===== config.mk =====
export PLATFORM = sky130hd
export DESIGN_NAME = iocr_cell
export DESIGN_NICKNAME = d
export VERILOG_FILES = /design/src/hw/iocr_pkg.sv /design/src/hw/iocr_cell.sv
export SDC_FILE = /design/constraint.sdc
export NUM_CORES = 1
export LEC_CHECK = 0
export BUFFER_PORTS_ARGS = -buffer_cell sky130_fd_sc_hd__buf_4
export CAP_MARGIN = 20
export CORE_ASPECT_RATIO = 0.9
export CORE_MARGIN = 2
export CORE_UTILIZATION = 47
export CTS_CLUSTER_DIAMETER = 60
export DETAILED_ROUTE_END_ITERATION = 10
export GPL_ROUTABILITY_DRIVEN = 0
export PLACE_DENSITY = 0.84
export SETUP_SLACK_MARGIN = 0.1
export SLEW_MARGIN = 10
export SYNTH_ARGS = -nofsm -noshare
export SYNTH_HDL_FRONTEND = slang
export SYNTH_SLANG_ARGS = --single-unit
export TNS_END_PERCENT = 5

===== constraint.sdc =====
create_clock -name pclk -period 3.85 [get_ports pclk]
set_input_delay 0.1925 -clock pclk [delete_from_list [all_inputs] [get_ports pclk]]
set_output_delay 0.1925 -clock pclk [all_outputs]
set_load 0.02 [all_outputs]

===== src/hw/iocr_pkg.sv =====
// Package: register map and field layout of the I/O cell
package iocr_pkg;
  localparam int ADDR_W = 12;
  localparam logic [11:0] ADDR_CTRL = 12'h000;
  localparam logic [11:0] ADDR_STATUS = 12'h004;
  localparam logic [31:0] CTRL_RESET = 32'h0000_0000;
  localparam int CTRL_W = 11;
  // Control fields
  localparam int F_CAP_EN = 0;
  localparam int F_IN_LATCH = 1;
  localparam int F_INV_OCLK = 2;
  localparam int F_INV_ICLK = 3;
  localparam int F_OUT_INV = 4;
  localparam int F_T_INV = 5;
  localparam int F_OUT_REG = 6;
  localparam int F_OUT_FALL = 7;
  localparam int F_INIT_SET = 8;
  localparam int F_CE_USED = 9;
  localparam int F_T_USED = 10;
  // Status fields
  localparam int S_CAP = 0;
  localparam int S_IN_Q = 1;
  localparam int S_OUT_Q = 2;
  localparam int S_PAD = 3;
  localparam int S_OE = 4;
  localparam int STATUS_W = 5;
  // Synchroniser lanes
  localparam int L_OCLK = 0;
  localparam int L_ICLK = 1;
  localparam int L_PAD = 2;
  localparam int L_GSC = 3;
  localparam int SYNC_W = 4;
endpackage


===== src/hw/iocr_cell.sv =====
// I/O cell: fast capture, input storage, output flop and three-state
//
// Implementation choices: register access over APB and the placing of the registers.
`timescale 1ns/1ps
module iocr_cell (
  input wire logic pclk,
  input wire logic presetn,
  input wire logic psel,
  input wire logic penable,
  input wire logic pwrite,
  input wire logic [11:0] paddr,
  input wire logic [31:0] pwdata,
  output logic [31:0] prdata,
  output logic pready,
  output logic pslverr,
  input wire logic out_clk_pin,
  input wire logic in_clk_pin,
  input wire logic global_set_clear,
  input wire logic pad_in,
  output logic pad_out,
  output logic pad_oe,
  input wire logic core_out,
  input wire logic core_ce,
  input wire logic core_t,
  output logic core_in
);

  function automatic logic rose(input logic cur, input logic prev);
    return cur & ~prev;
  endfunction

  // Setup phase of an APB read
  function automatic logic rd_setup(input logic sel, input logic en,
                                    input logic wr);
    return sel & ~en & ~wr;
  endfunction

  logic [10:0] ctrl;
  logic [3:0] sync_a;
  logic [3:0] sync_b;
  logic oclk_prev;
  logic iclk_prev;
  logic cap;
  logic in_q;
  logic out_q;
  logic oclk;
  logic iclk;
  logic pad_s;
  logic gsc_s;
  logic in_src;
  logic ce_eff;
  logic t_eff;
  logic data_v;
  logic out_edge;
  logic acc;
  logic hit_ctrl;
  logic hit_status;

  // Two-flop synchronisers for pins and outside clocks
  always_ff @(posedge pclk or negedge presetn) begin
    if (!presetn) begin
      sync_a <= 4'h0;
      sync_b <= 4'h0;
    end else begin
      sync_a <= {global_set_clear, pad_in, in_clk_pin, out_clk_pin};
      sync_b <= sync_a;
    end
  end

  assign oclk = sync_b[iocr_pkg::L_OCLK] ^ ctrl[iocr_pkg::F_INV_OCLK];
  assign iclk = sync_b[iocr_pkg::L_ICLK] ^ ctrl[iocr_pkg::F_INV_ICLK];
  assign pad_s = sync_b[iocr_pkg::L_PAD];
  assign gsc_s = sync_b[iocr_pkg::L_GSC];

  always_ff @(posedge pclk or negedge presetn) begin
    if (!presetn) begin
      oclk_prev <= 1'b0;
      iclk_prev <= 1'b0;
    end else begin
      oclk_prev <= oclk;
      iclk_prev <= iclk;
    end
  end

  // APB slave, zero wait states
  assign acc = psel & penable;
  assign hit_ctrl = (paddr == iocr_pkg::ADDR_CTRL);
  assign hit_status = (paddr == iocr_pkg::ADDR_STATUS);

  always_ff @(posedge pclk or negedge presetn) begin
    if (!presetn) begin
      ctrl <= iocr_pkg::CTRL_RESET[10:0];
    end else if (acc && pwrite && hit_ctrl) begin
      ctrl <= pwdata[10:0];
    end
  end

  always_ff @(posedge pclk or negedge presetn) begin
    if (!presetn) begin
      prdata <= 32'h0000_0000;
      pready <= 1'b0;
      pslverr <= 1'b0;
    end else begin
      pready <= psel & ~penable;
      pslverr <= psel & ~penable & ~hit_ctrl & ~hit_status;
      prdata <= 32'h0000_0000;
      if (rd_setup(psel, penable, pwrite) && hit_ctrl) begin
        prdata <= {21'h00_0000, ctrl};
      end else if (rd_setup(psel, penable, pwrite) && hit_status) begin
        prdata <= {27'h000_0000, pad_oe, pad_s, out_q, in_q, cap};
      end
    end
  end

  // Fast capture latch, transparent while output-side clock low
  // Safe only when both clocks come from one source pin
  always_ff @(posedge pclk or negedge presetn) begin
    if (!presetn) begin
      cap <= 1'b0;
    end else if (!oclk) begin
      cap <= pad_s;
    end
  end

  assign in_src = ctrl[iocr_pkg::F_CAP_EN] ? cap : pad_s;

  // Input flop on rising edge, or latch transparent while high
  always_ff @(posedge pclk or negedge presetn) begin
    if (!presetn) begin
      in_q <= 1'b0;
    end else if (ctrl[iocr_pkg::F_IN_LATCH]) begin
      if (iclk) begin
        in_q <= in_src;
      end
    end else if (rose(iclk, iclk_prev)) begin
      in_q <= in_src;
    end
  end

  assign core_in = in_q;

  // Unconnected enable and three-state fall back to defaults
  assign ce_eff = ctrl[iocr_pkg::F_CE_USED] ? core_ce : 1'b1;
  assign t_eff = ctrl[iocr_pkg::F_T_USED] ?
    (core_t ^ ctrl[iocr_pkg::F_T_INV]) : 1'b0;
  assign data_v = core_out ^ ctrl[iocr_pkg::F_OUT_INV];
  assign out_edge = ctrl[iocr_pkg::F_OUT_FALL] ?
    rose(oclk_prev, oclk) : rose(oclk, oclk_prev);

  // Output flop; reset clear matches the default init value
  always_ff @(posedge pclk or negedge presetn) begin
    if (!presetn) begin
      out_q <= 1'b0;
    end else if (gsc_s) begin
      out_q <= ctrl[iocr_pkg::F_INIT_SET];
    end else if (out_edge && ce_eff && !t_eff) begin
      out_q <= data_v;
    end
  end

  // Pad driver
  always_ff @(posedge pclk or negedge presetn) begin
    if (!presetn) begin
      pad_out <= 1'b0;
      pad_oe <= 1'b0;
    end else begin
      pad_out <= ctrl[iocr_pkg::F_OUT_REG] ? out_q : data_v;
      pad_oe <= ~t_eff;
    end
  end
endmodule // iocr_cell


==> flow_summary_export.csv <==
group,metric,value,unit
synth,synth_edf_count,0,
clock_network,clk_latency,290,ps
detailed_routing,routed_wl,2888,µm
power,internal_power,0.0006650,W
critical_path,criticalPathCategory,"in2reg",
global_route,grtUsageTotal,16.33,%
clock_network,htreeDepth,2,
timing,slew_headroom,35.16,%
hold_path,whs_path_depth,2,
critical_path,worstPathArrival,1970,ps
timing,fin_crit,1749,ps
place,pre_cts_ws,1830,ps
synth,synth.avg_cell_area,14.22,µm²
critical_path,worstPathMaxFanout,11,
synth,async_flop_share,100.0,%
timing,hold_violations,0,
place,dp_hpwl,2032,µm
power,pwr_density_cell,396.3,nW/µm²
critical_path,r2r_setup_slack,2470,ps
critical_path,cp-end-kind,"flop",
critical_path,slowest_stage,"nor4_2",
power,switching_share,22.17,%
outcome,status,"completed",
timing,fin_skew,7.542,ps
layout,post-route-util,63.81,%
clock_network,post_cts_buffers,0,
power,p_switching,0.0001894,W
synth,synth_cell_types,26,
synth,syn_inst,116,
floorplanning,io_pins,93,
global_route,antenna_found_initial,0,
critical_path,cp_cell_sequence,"buf_4 -> nor4_2 -> nand3_2 -> nor4_2 -> a22o_1",
timing,drv_slew,0,
clock_network,postCtsHoldBufs,1,
timing,max_freq,571.7,MHz
synth,syn_area,1649,µm²
layout,antennaDiodeCount,0,
synth,synthTopCellsByArea,"dfrtp_1 59%, buf_4 9.6%, mux2_4 9.1%, a22o_1 2.7%, and2_1 2.3%",
timing,fin_crit_sh,45.43,%
timing,tightest_slew,964.5,ps
power,finalPower,0.0008545,W
timing,setup_ws,2101,ps
detailed_routing,drc,0,
floorplanning,rows,20,
floorplanning,dieArea,3999,µm²
clock_network,cts_resized,0,
power,vdd_drop_max,0.0003063,V
synth,synth_warnings,0,
detailed_routing,viasPerCell,4.643,
power,clkPwrFrac,40.9,%
synth,netlist_top_cells_count,"39 x dfrtp_1, 21 x buf_4, 10 x mux2_4",
critical_path,reg2reg_depth,4,
clock_network,clkTransAtPathRegs,80,ps
detailed_routing,firstDrtPassIters,4,
layout,layout-area-overhead-vs-synth,30.73,%
layout,drive_above_1_share,45.20,%
synth,synth_flop_cell,"dfrtp_1",
floorplanning,core,3378,µm²
power,comb_power_share,9.4,%
floorplanning,die_w,66.44,µm
critical_path,required,4070,ps
timing,fin_setup_tns,0,ps
critical_path,rr_startpoint,"ctrl[2]$_DFFE_PN0P_",
synth,synth.top_cell.area_share,59.18,%
power,power_frac_seq,49.7,%
detailed_routing,wl_per_cell,13.07,µm
timing,setup_viol,0,
global_route,grt_overflow_total,0,
clock_network,cts_tree,"yes",
hold_path,holdPathEnd,"ctrl[9]$_DFFE_PN0P_",
global_route,grt_pass1_vias,987,
clock_network,ctsRootBufferMaster,"clkbuf_8",
timing,rsz0062_at_grt,"false",
floorplanning,fp.dieH,60.20,µm
clock_network,cts_buffers,5,
hold_path,worstHoldPathType,"in2reg",
detailed_routing,drtIter0Drc,34,
synth,synth-seq-area-share,59.18,%
layout,nNetsFinal,232,
critical_path,startpoint_type,"primary input",
place,portBuffers,50,
flow_run,drv_cap,0,
synth,synth_seq_cells,39,
clock_network,cts.sinks,39,
critical_path,regToRegEndpoint,"out_q$_DFFE_PN0P_",
critical_path,cpMostUsedCell,"nor4_2",
critical_path,crit_path_max_incr_delay,830,ps
global_route,grt_pass1_wl,4554,µm
detailed_routing,num_vias,1026,
synth,yosysMostFrequentCell,"dfrtp_1",
detailed_routing,ant_nets,0,
global_route,grt_max_degree,40,
clock_network,cts_buffer_depth,2,
floorplanning,initial_core_util,48.81,%
hold_path,min_from,"pwdata[9]",
synth,post-synth-top-area-cell,"dfrtp_1",
layout,n_fill_cell,259,
power,p_leak,1.097,nW
per-stage QoR:
step	hold WS (ps)	cell area [µm²]	cells
after floorplan	-103.1	1724	136
after global placement	172.7	1988	208
after detailed placement	180.4	1988	208
after CTS	5.577	2116	217
after global routing	106.3	2156	221
final	127.7	2156	221
area by class of cell:
| type | instances | area (µm²) | share of cell area, % |
|---|---|---|---|
| Clock inverter | 2 | 35.03 | 1.625 |
| Inverter | 1 | 3.754 | 0.1741 |
| Tap cell | 44 | 55.05 | 2.554 |
| Timing Repair Buffer | 56 | 432.9 | 20.08 |
| Multi-Input combinational cell | 73 | 570.5 | 26.47 |
| Clock buffer | 6 | 82.58 | 3.831 |
| Sequential cell | 39 | 975.9 | 45.27 |
routing by layer:
layer / GRT usage, % / routed length (µm) / vias up
li1: - / - / 471
met1: 19.14 / 1192 / 488
met2: 26.43 / 1344 / 62
met3: 5.838 / 293 / 5
met4: 8.746 / 57 / 0
met5: 0 / 0 / -
cells by family after synthesis:
kind of cell / Yosys count / synth area share (%)
compound gates: 11 / 4.931
mux: 15 / 12.37
flops: 39 / 59.18
simple gates: 22 / 10.39
buf+inv: 24 / 10.77
xor+xnor: 4 / 2.124
other cells: 1 / 0.2274
power groups by stage:
stage	Combinational (W)	Clock [W]	Sequential, W
3_3_place_gp	0.0000750	0	0.000432
6_report	0.0000804	0.000349	0.000425
3_5_place_dp	0.0000767	0	0.000433
4_1_cts	0.0000777	0.000355	0.000425
5_1_grt	0.0000874	0.000380	0.000426
2_1_floorplan	0.0000461	0	0.000435
flip-flops by register name, indices dropped and copies added (netlist names):
name,flops
cap,1
core_in,1
ctrl,11
iclk_prev,1
oclk_prev,1
out_q,1
pad_oe,1
pad_out,1
prdata,11
pready,1
pslverr,1
sync_a,4
sync_b,4
worst max-delay path: cells and delay by family:
family	cells	cell delay, ps
AOI/OAI and AO/OA	1	290
buffers and inverters	1	110
and+or+nand+nor	3	1380
layout by cell type, fill, tap and decap left out, drive strengths merged:
master        n
nor2b         1
nand2         3
mux2         13
a22o          5
nor4b         1
bufinv        1
inv           1
clkinv        1
o21ai         1
nand3         2
conb         21
a21oi         1
or2           1
buf          51
mux2i         2
clkbuf        6
nor4          3
a31oi         3
nand2b        3
a31o          1
nor3          2
and2          6
xor2          4
dlygate4sd3   5
dfrtp        39
how the worst max path moves through the flow:
| stage | startpoint | cells after the start | slack (ps) | to |
|---|---|---|---|---|
| after global placement | paddr[5] | 5 | 1870 | prdata[0]$_DFF_PN0_ |
| after detailed placement | paddr[5] | 5 | 1830 | prdata[0]$_DFF_PN0_ |
| after CTS | paddr[5] | 5 | 2100 | prdata[0]$_DFF_PN0_ |
| final | paddr[5] | 5 | 2100 | prdata[0]$_DFF_PN0_ |
| after global routing | paddr[5] | 5 | 1910 | prdata[0]$_DFF_PN0_ |
| after floorplan | paddr[5] | 5 | 2320 | ctrl[10]$_DFFE_PN0P_ |
No activity file was read; power rests on OpenSTA's default activity.
